==> src/timer_clock_mode_consts.svh <==
/*
 * constants for the timer clock, prescaler and mode block
 * assumes word-aligned byte offsets on a plain register port
 */
`ifndef TIMER_CLOCK_MODE_CONSTS_SVH
`define TIMER_CLOCK_MODE_CONSTS_SVH

// ----------------------------------------------------------------------------
// register offsets
// ----------------------------------------------------------------------------
`define OFS_COUNTER_ONE       8'h00
`define OFS_SECOND_COUNTER    8'h0C
`define OFS_PRESCALE_RATIO    8'h10
`define OFS_CLOCK_SELECT      8'h14
`define OFS_MODE_CONTROL      8'h18
`define OFS_PULSE_TRAIN       8'h24

// ----------------------------------------------------------------------------
// field positions and codes
// ----------------------------------------------------------------------------
`define CSEL1_LSB             0
`define CSEL2_LSB             3
`define MODE_LSB              0
`define PIN_A_EDGE_BIT        2
`define PIN_B_EDGE_BIT        3
`define UNIT_ENABLE_BIT       7
`define PT_START_BIT          0
`define PT_EXT_TRIG_BIT       1
`define CSEL_STOP             3'h0
`define CSEL_PRESCALED        3'h1
`define CSEL_PIN_B            3'h2
`define CSEL_ACCUMULATE       3'h3
`define PRESCALE_RESET        8'h00
`define CTRL_RESET            8'h00
`define ZERO_WORD             32'h0000_0000
`define COUNT_ONE             16'h0001
`define COUNT_ZERO            16'h0000
`define PRESCALE_ZERO         8'h00
`define PRESCALE_ONE          8'h01

`endif

==> src/timer_clock_mode_pkg.sv <==
/*
 * types for the timer clock, prescaler and mode block
 * assumes the constants header is included by the users
 */
package timer_clock_mode_pkg;

	// ------------------------------------------------------------------------
	// modes and prescaler states
	// ------------------------------------------------------------------------
	typedef enum logic [1:0] {
		MODE_PWM_PULSE_TRAIN = 2'h0,
		MODE_DUAL_CAPTURE    = 2'h1,
		MODE_DUAL_COUNTER    = 2'h2,
		MODE_TIMER_CAPTURE   = 2'h3
	} timer_mode_t;

	typedef enum logic [1:0] {
		PS_IDLE = 2'h1,
		PS_RUN  = 2'h2
	} prescale_state_t;

endpackage : timer_clock_mode_pkg
==> src/edge_detect.sv <==
/*
 * polarity-selectable edge detector for one timer pin
 * assumes the pin is synchronous to the clock
 */
`timescale 1ns/1ps

module edge_detect (
	input  wire logic i_core_clk,
	input  wire logic i_rst_n,
	input  wire logic i_pin,
	input  wire logic i_rising,
	output logic      o_event
);
	logic prev_r;
	logic prev_nxt;
	logic event_r;
	logic event_nxt;

	// ------------------------------------------------------------------------
	// edge compare
	// ------------------------------------------------------------------------
	always_comb begin
		prev_nxt  = i_pin;
		event_nxt = i_rising ? (i_pin & ~prev_r) : (~i_pin & prev_r);
	end

	always_ff @(posedge i_core_clk or negedge i_rst_n) begin
		if (!i_rst_n) begin
			prev_r  <= 1'b0;
			event_r <= 1'b0;
		end else begin
			prev_r  <= prev_nxt;
			event_r <= event_nxt;
		end
	end

	assign o_event = event_r;
endmodule : edge_detect

==> src/timer_clock_mode_config.sv <==
/*
 * prescaler, clock select, mode select and counter two of a dual timer
 * assumes a plain register port, pins synchronous to i_core_clk
 */
`timescale 1ns/1ps
`include "timer_clock_mode_consts.svh"

// Operation
// - reading counter two returns its live 16-bit count
// - counter two is not initialised by reset
// - 8-bit prescale setting writable at any time
// - outside pulse train, new setting used at next prescaler underflow
// - pulse train (mode 0 with external trigger set) applies setting on start or pin B event
// - tick rate is system clock divided by setting plus one
// - counter one select 000b stops, 001b uses prescaled clock
// - select 010b counts pin B events, 011b accumulates; modes 0 and 2 only
// - counter two select 000b stops counter two
// - two-bit mode field selects one of four operating modes
// - pin A edge bit 0 falling, 1 rising
// - pin B edge bit 0 falling, 1 rising
// - unit disabled stops clocks, resets prescaler, blocks counter two writes, pin A input
module timer_clock_mode_config
	import timer_clock_mode_pkg::*;
(
	input  wire logic        i_core_clk,
	input  wire logic        i_resetn,
	input  wire logic [7:0]  i_addr,
	input  wire logic [31:0] i_wdata,
	input  wire logic        i_wr,
	input  wire logic        i_rd,
	input  wire logic        i_timer_pin_a,
	input  wire logic        i_timer_pin_b,
	output logic [31:0]      o_rdata,
	output logic             o_timer_tick,
	output logic             o_counter_one_clk,
	output logic             o_counter_two_clk,
	output logic             o_pin_a_event,
	output logic             o_pin_a_oe,
	output logic [1:0]       o_timer_mode_select
);
	// ------------------------------------------------------------------------
	// reset release
	// ------------------------------------------------------------------------
	logic [1:0] rst_sync_r;
	logic       rst_n;

	always_ff @(posedge i_core_clk or negedge i_resetn) begin
		if (!i_resetn) begin
			rst_sync_r <= 2'h0;
		end else begin
			rst_sync_r <= {rst_sync_r[0], 1'b1};
		end
	end
	assign rst_n = rst_sync_r[1];

	// ------------------------------------------------------------------------
	// registers and decode
	// ------------------------------------------------------------------------
	logic [7:0]  prescale_setting_r;
	logic [7:0]  prescale_setting_nxt;
	logic [7:0]  clock_select_r;
	logic [7:0]  clock_select_nxt;
	logic [7:0]  mode_ctrl_r;
	logic [7:0]  mode_ctrl_nxt;
	logic        pt_ext_trig_r;
	logic        pt_ext_trig_nxt;
	logic        wr_prescale;
	logic        wr_csel;
	logic        wr_mode;
	logic        wr_pt;
	logic        pulse_train_start;
	logic        unit_enable;
	logic [2:0]  counter_one_clock_select;
	logic [2:0]  counter_two_clock_select;
	timer_mode_t timer_mode_select;
	logic        pin_a_edge_polarity;
	logic        pin_b_edge_polarity;

	assign wr_prescale = i_wr && (i_addr == `OFS_PRESCALE_RATIO);
	assign wr_csel     = i_wr && (i_addr == `OFS_CLOCK_SELECT);
	assign wr_mode     = i_wr && (i_addr == `OFS_MODE_CONTROL);
	assign wr_pt       = i_wr && (i_addr == `OFS_PULSE_TRAIN);
	assign pulse_train_start = wr_pt && i_wdata[`PT_START_BIT];
	assign unit_enable = mode_ctrl_r[`UNIT_ENABLE_BIT];
	assign counter_one_clock_select =
		clock_select_r[`CSEL1_LSB +: 3];
	assign counter_two_clock_select =
		clock_select_r[`CSEL2_LSB +: 3];
	assign timer_mode_select =
		timer_mode_t'(mode_ctrl_r[`MODE_LSB +: 2]);
	assign pin_a_edge_polarity = mode_ctrl_r[`PIN_A_EDGE_BIT];
	assign pin_b_edge_polarity = mode_ctrl_r[`PIN_B_EDGE_BIT];

	always_comb begin
		prescale_setting_nxt = prescale_setting_r;
		clock_select_nxt     = clock_select_r;
		mode_ctrl_nxt        = mode_ctrl_r;
		pt_ext_trig_nxt      = pt_ext_trig_r;
		if (wr_prescale) begin
			prescale_setting_nxt = i_wdata[7:0];
		end
		if (wr_csel) begin
			clock_select_nxt = {2'h0, i_wdata[5:0]};
		end
		if (wr_mode) begin
			mode_ctrl_nxt = i_wdata[7:0];
		end
		if (wr_pt) begin
			pt_ext_trig_nxt = i_wdata[`PT_EXT_TRIG_BIT];
		end
	end

	always_ff @(posedge i_core_clk or negedge rst_n) begin
		if (!rst_n) begin
			prescale_setting_r <= `PRESCALE_RESET;
			clock_select_r     <= `CTRL_RESET;
			mode_ctrl_r        <= `CTRL_RESET;
			pt_ext_trig_r      <= 1'b0;
		end else begin
			prescale_setting_r <= prescale_setting_nxt;
			clock_select_r     <= clock_select_nxt;
			mode_ctrl_r        <= mode_ctrl_nxt;
			pt_ext_trig_r      <= pt_ext_trig_nxt;
		end
	end

	// ------------------------------------------------------------------------
	// pin edges
	// ------------------------------------------------------------------------
	logic pin_a_event;
	logic pin_b_event;

	edge_detect u_edge_a (
		.i_core_clk (i_core_clk),
		.i_rst_n    (rst_n),
		.i_pin      (i_timer_pin_a),
		.i_rising   (pin_a_edge_polarity),
		.o_event    (pin_a_event)
	);

	edge_detect u_edge_b (
		.i_core_clk (i_core_clk),
		.i_rst_n    (rst_n),
		.i_pin      (i_timer_pin_b),
		.i_rising   (pin_b_edge_polarity),
		.o_event    (pin_b_event)
	);

	// ------------------------------------------------------------------------
	// prescaler
	// ------------------------------------------------------------------------
	prescale_state_t ps_state_r;
	prescale_state_t ps_state_nxt;
	logic [7:0]      ps_count_r;
	logic [7:0]      ps_count_nxt;
	logic [7:0]      ps_active_r;
	logic [7:0]      ps_active_nxt;
	logic            tick_r;
	logic            tick_nxt;
	logic            pulse_train;
	logic            pt_reload;
	logic            underflow;

	assign pulse_train = (timer_mode_select == MODE_PWM_PULSE_TRAIN)
		&& pt_ext_trig_r;
	assign pt_reload = pulse_train_start
		|| (pt_ext_trig_r && pin_b_event);
	assign underflow = (ps_count_r == `PRESCALE_ZERO);

	always_comb begin
		ps_state_nxt  = ps_state_r;
		ps_count_nxt  = ps_count_r;
		ps_active_nxt = ps_active_r;
		tick_nxt      = 1'b0;
		case (ps_state_r)
		PS_IDLE: begin
			if (unit_enable) begin
				ps_state_nxt  = PS_RUN;
				ps_active_nxt = prescale_setting_r;
				ps_count_nxt  = prescale_setting_r;
			end
		end
		PS_RUN: begin
			if (!unit_enable) begin
				ps_state_nxt  = PS_IDLE;
				ps_count_nxt  = `PRESCALE_ZERO;
				ps_active_nxt = `PRESCALE_ZERO;
			end else if (pulse_train && pt_reload) begin
				ps_active_nxt = prescale_setting_r;
				ps_count_nxt  = prescale_setting_r;
			end else if (underflow) begin
				tick_nxt = 1'b1;
				if (pulse_train) begin
					ps_count_nxt = ps_active_r;
				end else begin
					ps_active_nxt = prescale_setting_r;
					ps_count_nxt  = prescale_setting_r;
				end
			end else begin
				ps_count_nxt = ps_count_r - `PRESCALE_ONE;
			end
		end
		default: begin
			ps_state_nxt = PS_IDLE;
		end
		endcase
	end

	always_ff @(posedge i_core_clk or negedge rst_n) begin
		if (!rst_n) begin
			ps_state_r  <= PS_IDLE;
			ps_count_r  <= `PRESCALE_ZERO;
			ps_active_r <= `PRESCALE_ZERO;
			tick_r      <= 1'b0;
		end else begin
			ps_state_r  <= ps_state_nxt;
			ps_count_r  <= ps_count_nxt;
			ps_active_r <= ps_active_nxt;
			tick_r      <= tick_nxt;
		end
	end

	// ------------------------------------------------------------------------
	// counter clock selection
	// ------------------------------------------------------------------------
	logic c1_clk_nxt;
	logic c2_clk_nxt;
	logic c1_clk_r;
	logic c2_clk_r;
	logic ext_modes;

	assign ext_modes = (timer_mode_select == MODE_PWM_PULSE_TRAIN)
		|| (timer_mode_select == MODE_DUAL_COUNTER);

	always_comb begin
		c1_clk_nxt = 1'b0;
		case (counter_one_clock_select)
		`CSEL_STOP:       c1_clk_nxt = 1'b0;
		`CSEL_PRESCALED:  c1_clk_nxt = tick_r;
		`CSEL_PIN_B:      c1_clk_nxt = ext_modes && pin_b_event;
		`CSEL_ACCUMULATE: c1_clk_nxt = ext_modes && tick_r
			&& i_timer_pin_b;
		default:          c1_clk_nxt = 1'b0;
		endcase
		if (counter_two_clock_select == `CSEL_STOP) begin
			c2_clk_nxt = 1'b0;
		end else begin
			c2_clk_nxt = tick_r;
		end
		if (!unit_enable) begin
			c1_clk_nxt = 1'b0;
			c2_clk_nxt = 1'b0;
		end
	end

	always_ff @(posedge i_core_clk or negedge rst_n) begin
		if (!rst_n) begin
			c1_clk_r <= 1'b0;
			c2_clk_r <= 1'b0;
		end else begin
			c1_clk_r <= c1_clk_nxt;
			c2_clk_r <= c2_clk_nxt;
		end
	end

	// ------------------------------------------------------------------------
	// counter two
	// ------------------------------------------------------------------------
	logic [15:0] counter_two_r;
	logic [15:0] counter_two_nxt;

	always_comb begin
		counter_two_nxt = counter_two_r;
		if (i_wr && (i_addr == `OFS_SECOND_COUNTER) && unit_enable) begin
			counter_two_nxt = i_wdata[15:0];
		end else if (c2_clk_r) begin
			counter_two_nxt = counter_two_r - `COUNT_ONE;
		end
	end

	always_ff @(posedge i_core_clk) begin
		counter_two_r <= counter_two_nxt;
	end

	// ------------------------------------------------------------------------
	// read port and outputs
	// ------------------------------------------------------------------------
	logic [31:0] rdata_nxt;
	logic [31:0] rdata_r;
	logic        pin_a_oe_nxt;
	logic        pin_a_oe_r;
	logic        pin_a_ev_r;

	always_comb begin
		rdata_nxt = `ZERO_WORD;
		if (i_rd) begin
			case (i_addr)
			`OFS_SECOND_COUNTER: rdata_nxt = {16'h0, counter_two_r};
			`OFS_PRESCALE_RATIO: rdata_nxt = {24'h0, prescale_setting_r};
			`OFS_CLOCK_SELECT:   rdata_nxt = {24'h0, clock_select_r};
			`OFS_MODE_CONTROL:   rdata_nxt = {24'h0, mode_ctrl_r};
			`OFS_PULSE_TRAIN:    rdata_nxt = {30'h0, pt_ext_trig_r, 1'b0};
			default:             rdata_nxt = `ZERO_WORD;
			endcase
		end
		pin_a_oe_nxt = unit_enable
			&& (timer_mode_select != MODE_DUAL_CAPTURE);
	end

	always_ff @(posedge i_core_clk or negedge rst_n) begin
		if (!rst_n) begin
			rdata_r    <= `ZERO_WORD;
			pin_a_oe_r <= 1'b0;
			pin_a_ev_r <= 1'b0;
		end else begin
			rdata_r    <= rdata_nxt;
			pin_a_oe_r <= pin_a_oe_nxt;
			pin_a_ev_r <= pin_a_event && unit_enable;
		end
	end

	assign o_rdata             = rdata_r;
	assign o_timer_tick        = tick_r;
	assign o_counter_one_clk   = c1_clk_r;
	assign o_counter_two_clk   = c2_clk_r;
	assign o_pin_a_event       = pin_a_ev_r;
	assign o_pin_a_oe          = pin_a_oe_r;
	assign o_timer_mode_select = mode_ctrl_r[`MODE_LSB +: 2];
endmodule : timer_clock_mode_config

==> config.mk <==
export PLATFORM = sky130hd
export DESIGN_NAME = timer_clock_mode_config
export DESIGN_NICKNAME = d
export VERILOG_FILES = /design/src/timer_clock_mode_pkg.sv /design/src/edge_detect.sv /design/src/timer_clock_mode_config.sv
export VERILOG_INCLUDE_DIRS = /design/src
export SDC_FILE = /design/constraint.sdc
export NUM_CORES = 1
export LEC_CHECK = 0
export BUFFER_PORTS_ARGS = -buffer_cell sky130_fd_sc_hd__buf_2
export CAP_MARGIN = 15
export CORE_ASPECT_RATIO = 0.9
export CORE_UTILIZATION = 45
export CTS_CLUSTER_DIAMETER = 60
export DETAILED_ROUTE_END_ITERATION = 6
export PLACE_DENSITY_LB_ADDON = 0.2
export SLEW_MARGIN = 40
export SYNTH_ARGS = -nofsm -noshare
export SYNTH_HDL_FRONTEND = slang
export SYNTH_SLANG_ARGS = --single-unit
export TNS_END_PERCENT = 20
==> constraint.sdc <==
create_clock -name i_core_clk -period 2.6 [get_ports i_core_clk]
set_clock_uncertainty 0.1 [all_clocks]
set_input_delay 0.39 -clock i_core_clk [delete_from_list [all_inputs] [get_ports i_core_clk]]
set_output_delay 0.39 -clock i_core_clk [all_outputs]
set_load 0.02 [all_outputs]
# == Yosys cells after proc, flatten, opt, wreduce, memory -nomap -nowiden ==
# Cells that the tools add are included.
# word_totals
ff_bits,100
in_bits,46
output_inout_bits,39
# classes
addsub,2
n_eq_ne,15
n_mux,27
n_bitwise,8
n_reduce_logical,25
# op_table
operator,n
one-hot mux 16 bit (5 select lines),1
two-way mux 8 bit,8
two-way mux 16 bit,3
one-hot mux 8 bit (2 select lines),2
== test 8 x 5 -> 1 bit (second input constant),3
subtractor 16 x 1 -> 16 bit (second input constant),1
logical AND 1 bit,15
two-way mux 1 bit,9
== test 8 x 4 -> 1 bit (second input constant),1
== test 8 x 6 -> 1 bit (second input constant),1
zero test 8 bit,1
subtractor 8 x 1 -> 8 bit (second input constant),1
== test 3 x 2 -> 1 bit (second input constant),2
bitwise AND 1 bit,4
== test 2 bit (second input constant),2
two-way mux 2 bit,2
!= test 2 bit (second input constant),2
!= test 4 bit (second input constant),1
inverter 1 bit,4
one-hot mux 2 bit (2 select lines),1
AND reduction 2 bit,2
nonzero test 2 bit,2
== test 3 x 1 -> 1 bit (second input constant),1
zero test 3 bit,1
other kinds (6),7

# == Depth between registers and ports, before layout ==
# depth
depth_word,8
mapped_depth,8
ltp_nobuf,7

# == By module ==
# From an unflattened synthesis, not the netlist that was laid out.
# unflattened
hier_cells,396
area_unflattened_um2,4344.2
# modules_own_cells
module,n_inst,cells_each,area_per_inst_um2,seq_area_each_um2
timer_clock_mode_config,1,386,4199.0,2083.2
edge_detect,2,5,72.6,50.0

# == Worst setup path after synthesis ==
# Ideal clock, no wire load.
# synth_timing
kind,in2reg
start,input port i_addr[1]
end,register counter_two_r[0] (enable)
arrival_time_ns,2.088
path_slack_ns,0.038
stages,5
path_buffers,1
path_cell_list,or4_1 buf_2 nor3_2 nand3_1 nand2b_1
# synth_via
elab_chain_cells,4
# synth_lines
element,line_no,source
from (decl),timer_clock_mode_config.sv:27,"input wire logic [7:0] i_addr,"
== test 8 x 4 -> 1 bit,--,
logical AND 1 bit (2 in a row),timer_clock_mode_config.sv:274,if (i_wr && (i_addr == `OFS_SECOND_COUNTER) && unit_enable) begin
nonzero test 2 bit (no line),--,
to (signal assigned),timer_clock_mode_config.sv:282,counter_two_r <= counter_two_nxt;
to (decl),timer_clock_mode_config.sv:269,logic [15:0] counter_two_r;
# No other way between the ends.
# A chain may end at the register's enable or synchronous reset.

# == Worst setup path after layout ==
# layout_timing
start,register ps_count_r[4]
end,register ps_active_r[1]
# layout_via
elab_chain_cells,3
# layout_lines
element,line_no,source
from (decl),timer_clock_mode_config.sv:154,logic [7:0] ps_count_r;
from (signal assigned),timer_clock_mode_config.sv:212,ps_count_r <= `PRESCALE_ZERO;
from (signal assigned),timer_clock_mode_config.sv:217,ps_count_r <= ps_count_nxt;
zero test 8 bit (no line),--,
!= test 4 bit (no line),--,
AND reduction 3 bit (no line),--,
to (signal assigned),timer_clock_mode_config.sv:213,ps_active_r <= `PRESCALE_ZERO;
to (signal assigned),timer_clock_mode_config.sv:218,ps_active_r <= ps_active_nxt;
to (decl),timer_clock_mode_config.sv:156,logic [7:0] ps_active_r;
# No other way between the ends.

==> metrics.csv <==
stage,metric,value,unit
synth,synth_edf_count,16,
timing,pin_slew_with_the_least_headroom_to_its_limit,0.802,ns
detailed_routing,initial_detailed_routing_violation_count,164,
global_route,globalRoute.totalOverflow,0,
synth,synth_sequential_area_ratio,51.7,%
clock_network,post_cts_buffers,0,
finish,design.final.nets,502,
flow_run,max_cap_violations,0,
detailed_routing,total_wire_length_after_detailed_routing,9200,um
finish,antenna_cells_inserted,0,
timing,final_max_slew_viol_count,0,
place,place_inst,561,
timing,worst_slew_margin_rel,46.6,%
clock_network,numCtsBuffers,9,
clock_network,cts.reportedPaths.clkPinSlew,0.08,ns
finish,final_util,53.8,%
die,design.die.area,9770,um2
global_route,grtUsageTotal,20.1,%
finish,stdcell_count,578,
synth,async_reset_ff_share,81.0,%
finish,drive_above_1_share,26.5,%
finish,mostFrequentLayoutCell,sky130_fd_sc_hd__dfrtp_1,
global_route,grt_pass1_wl,15100,um
detailed_routing,detail_route.vias_per_cell,5.41,
setup_path,critical_path.max_fanout,8,
synth,synth-main-ff-cell,sky130_fd_sc_hd__dfrtp_1,
die,floorplan.core_area,9130,um2
pwr,vdd.ir_drop.worst,0.534,mV
global_route,number_of_antenna_violations_at_the_first_check_in_global_routing,0,
setup_path,cp-end-kind,flop,
detailed_routing,wl_per_cell,15.9,um
detailed_routing,drt_pre_antenna_iters,5,
clock_network,clock-root-buffer,sky130_fd_sc_hd__clkbuf_8,
clock_network,ctsLongestPathBuffers,2,
status,run_status,completed,
global_route,grt_max_degree,44,
detailed_routing,route.vias.total,3129,
pwr,power_density,677,nW/um2
synth,ys_warn_count,0,
die,effective_utilization_at_floorplan,46.2,%
clock_network,cts_num_sinks,84,
worst_hold_path,hold_class,in2reg,
clock_network,h-tree-depth,3,
timing,post-route-period-util,94.0,%
timing,max_clock_freq,409,MHz
setup_path,cp.required,2.75,ns
synth,syn-mean-instance-area,10.9,um2
setup_path,critPathLaunchType,flop,
synth,syn-cell-area,4220,um2
die,placement_rows,33,
place,port_buffers,52,
setup_path,crit_type,reg2reg,
finish,areaGrowthSynthToFinish,16.3,%
timing,hold_viol_final,0,
synth,yosys.cell_types.count,54,
finish,fillCellCount,816,
pwr,p_leak,2.23,nW
die,die-height,93.9,um
die,num_io_pins,85,
finish,most-common-layout-cells,"66 x sky130_fd_sc_hd__dfrtp_1, 52 x sky130_fd_sc_hd__buf_2, 42 x sky130_fd_sc_hd__nand2_1",
die,die_x,104,um
timing,fin_crit,2.44,ns
timing,setup_viol,0,
detailed_routing,post-route-drc-count,0,
synth,synth_seq_cells,84,
clock_network,clk_latency,0.36,ns
clock_network,cts_tree,built,
timing,rsz0062_at_grt,false,
global_route,via_count_of_the_first_global_routing_pass,2948,
place,place_hpwl,6640,um
timing,totalNegativeSetupSlack,0,ns
synth,synthCells,386,
detailed_routing,route.antenna.remaining_nets,0,
clock_network,ctsResizeCount,0,
place,routabilityCongestion,0.845,
setup_path,worstPathArrival,2.59,ns
==> critical path: stages (launching register included) <==
cell,delay [ns]
sky130_fd_sc_hd__dfrtp_1,0.43
sky130_fd_sc_hd__or4_1,0.61
sky130_fd_sc_hd__nor3_2,0.40
sky130_fd_sc_hd__a2bb2oi_1,0.26
sky130_fd_sc_hd__o21ai_1,0.26
sky130_fd_sc_hd__a22o_1,0.28
==> Yosys cell counts, drive strengths merged (2+ instances only) <==
master,number,area share (%)
and2,3,0.44
nand3b,5,0.89
nor4,5,1.2
nand3,9,1.1
a22oi,5,0.89
buf,22,3.7
a22o,8,1.7
a2bb2oi,2,0.42
nor2b,2,0.30
inv,13,1.2
or4,5,0.89
a21oi,19,2.3
nor3,12,1.9
or3,2,0.30
o211ai,5,1.0
a222oi,8,1.9
xnor2,9,1.9
edfxtp,16,11
nand2,44,4.2
mux2,24,6.4
nor2,12,1.1
xor2,7,1.5
ha,5,1.5
nand4b,2,0.42
nor3b,3,0.80
dfrtp,67,40
mux2i,11,2.6
nand2b,6,0.89
o21ai,23,2.7
conb,2,0.18
clkbuf,9,0.80
and3,9,1.3
==> through the flow <==
| step | total power, mW | setup WS, ns | hold slack (ns) | cell area, um2 |
|---|---|---|---|---|
| 2_1_floorplan | 2.09 | 0.0377 | -0.00559 | 4280 |
| 3_3_place_gp | 2.27 | 0.00475 | 0.0743 | 4650 |
| 3_5_place_dp | 2.30 | -0.0336 | 0.0778 | 4670 |
| 4_1_cts | 3.35 | 0.217 | 0.0465 | 4900 |
| 5_1_grt | 3.50 | 0.112 | 0.0467 | 4900 |
| 6_report | 3.32 | 0.156 | 0.0612 | 4900 |
==> report_power, final <==
group	switching (mW)	leakage, nW	internal [mW]
logic	0.435	1.06	0.305
clock network	0.492	0.102	0.545
registers	0.0965	1.07	1.44
total	1.02	2.23	2.30
==> kinds of logic (layout without fill, tap and decap cells) <==
| logic type | count (synthesis) | in the layout | synth area share [%] |
|---|---|---|---|
| compound gates | 78 | 78 | 12.4 |
| xor+xnor | 16 | 16 | 3.32 |
| fa+ha+maj | 5 | 5 | 1.48 |
| buf+inv | 44 | 99 | 5.63 |
| flops | 84 | 84 | 51.7 |
| mux | 35 | 35 | 9.02 |
| other cells | 2 | 17 | 0.178 |
| simple gates | 122 | 122 | 16.2 |
==> what timing repair did <==
action                                  4_1_cts  5_1_grt
hold buffers                                  1        0
endpoints found under the setup margin        0        0
hold endpoints to repair                      2        0
==> layer usage <==
metal  wire length [um]  track usage [%]  vias to the layer above
met3                617             5.20                       13
met5                  0                0                        -
met2               4050             30.8                      113
met4                115             6.31                        0
li1                   -                -                     1497
met1               4420             27.9                     1506
==> final cells by class <==
class                   instances  area [um2]  share of cell area [%]
clock inverters                 7         100                    2.04
inverters                      13        48.8                   0.995
multi-input cells             273        1860                    37.9
clock buffers                   9         124                    2.53
well taps                     122         153                    3.11
flip-flops and latches         84        2180                    44.5
repair buffers                 70         435                    8.88
==> path summary, 6_finish.rpt <==
| path | slack, ns | end | from | cells past startpoint |
|---|---|---|---|---|
| setup / recovery | 0.16 | ps_active_r[1] | ps_count_r[4] | 5 |
| hold / removal | 0.06 | u_edge_a.prev_r | i_timer_pin_a | 1 |
| setup reg to reg | 0.16 | ps_active_r[1] | ps_count_r[4] | 5 |
| hold reg to reg | 0.14 | ps_active_r[0] | rst_sync_r[1] | 1 |
| max in group asynchronous | 1.74 | o_rdata[6] | rst_sync_r[1] | 2 |
| min in group asynchronous | 0.14 | ps_active_r[0] | rst_sync_r[1] | 1 |
==> registers in the layout, summed over array words and instances, names as in the netlist, 2 cells and up <==
| register | cells |
|---|---|
| clock_select_r | 6 |
| counter_two_r | 16 |
| mode_ctrl_r | 8 |
| o_rdata | 16 |
| prescale_setting_r | 8 |
| ps_active_r | 8 |
| ps_count_r | 8 |
| ps_state_r | 2 |
| rst_sync_r | 2 |
Power figures use the tool's default switching activity.
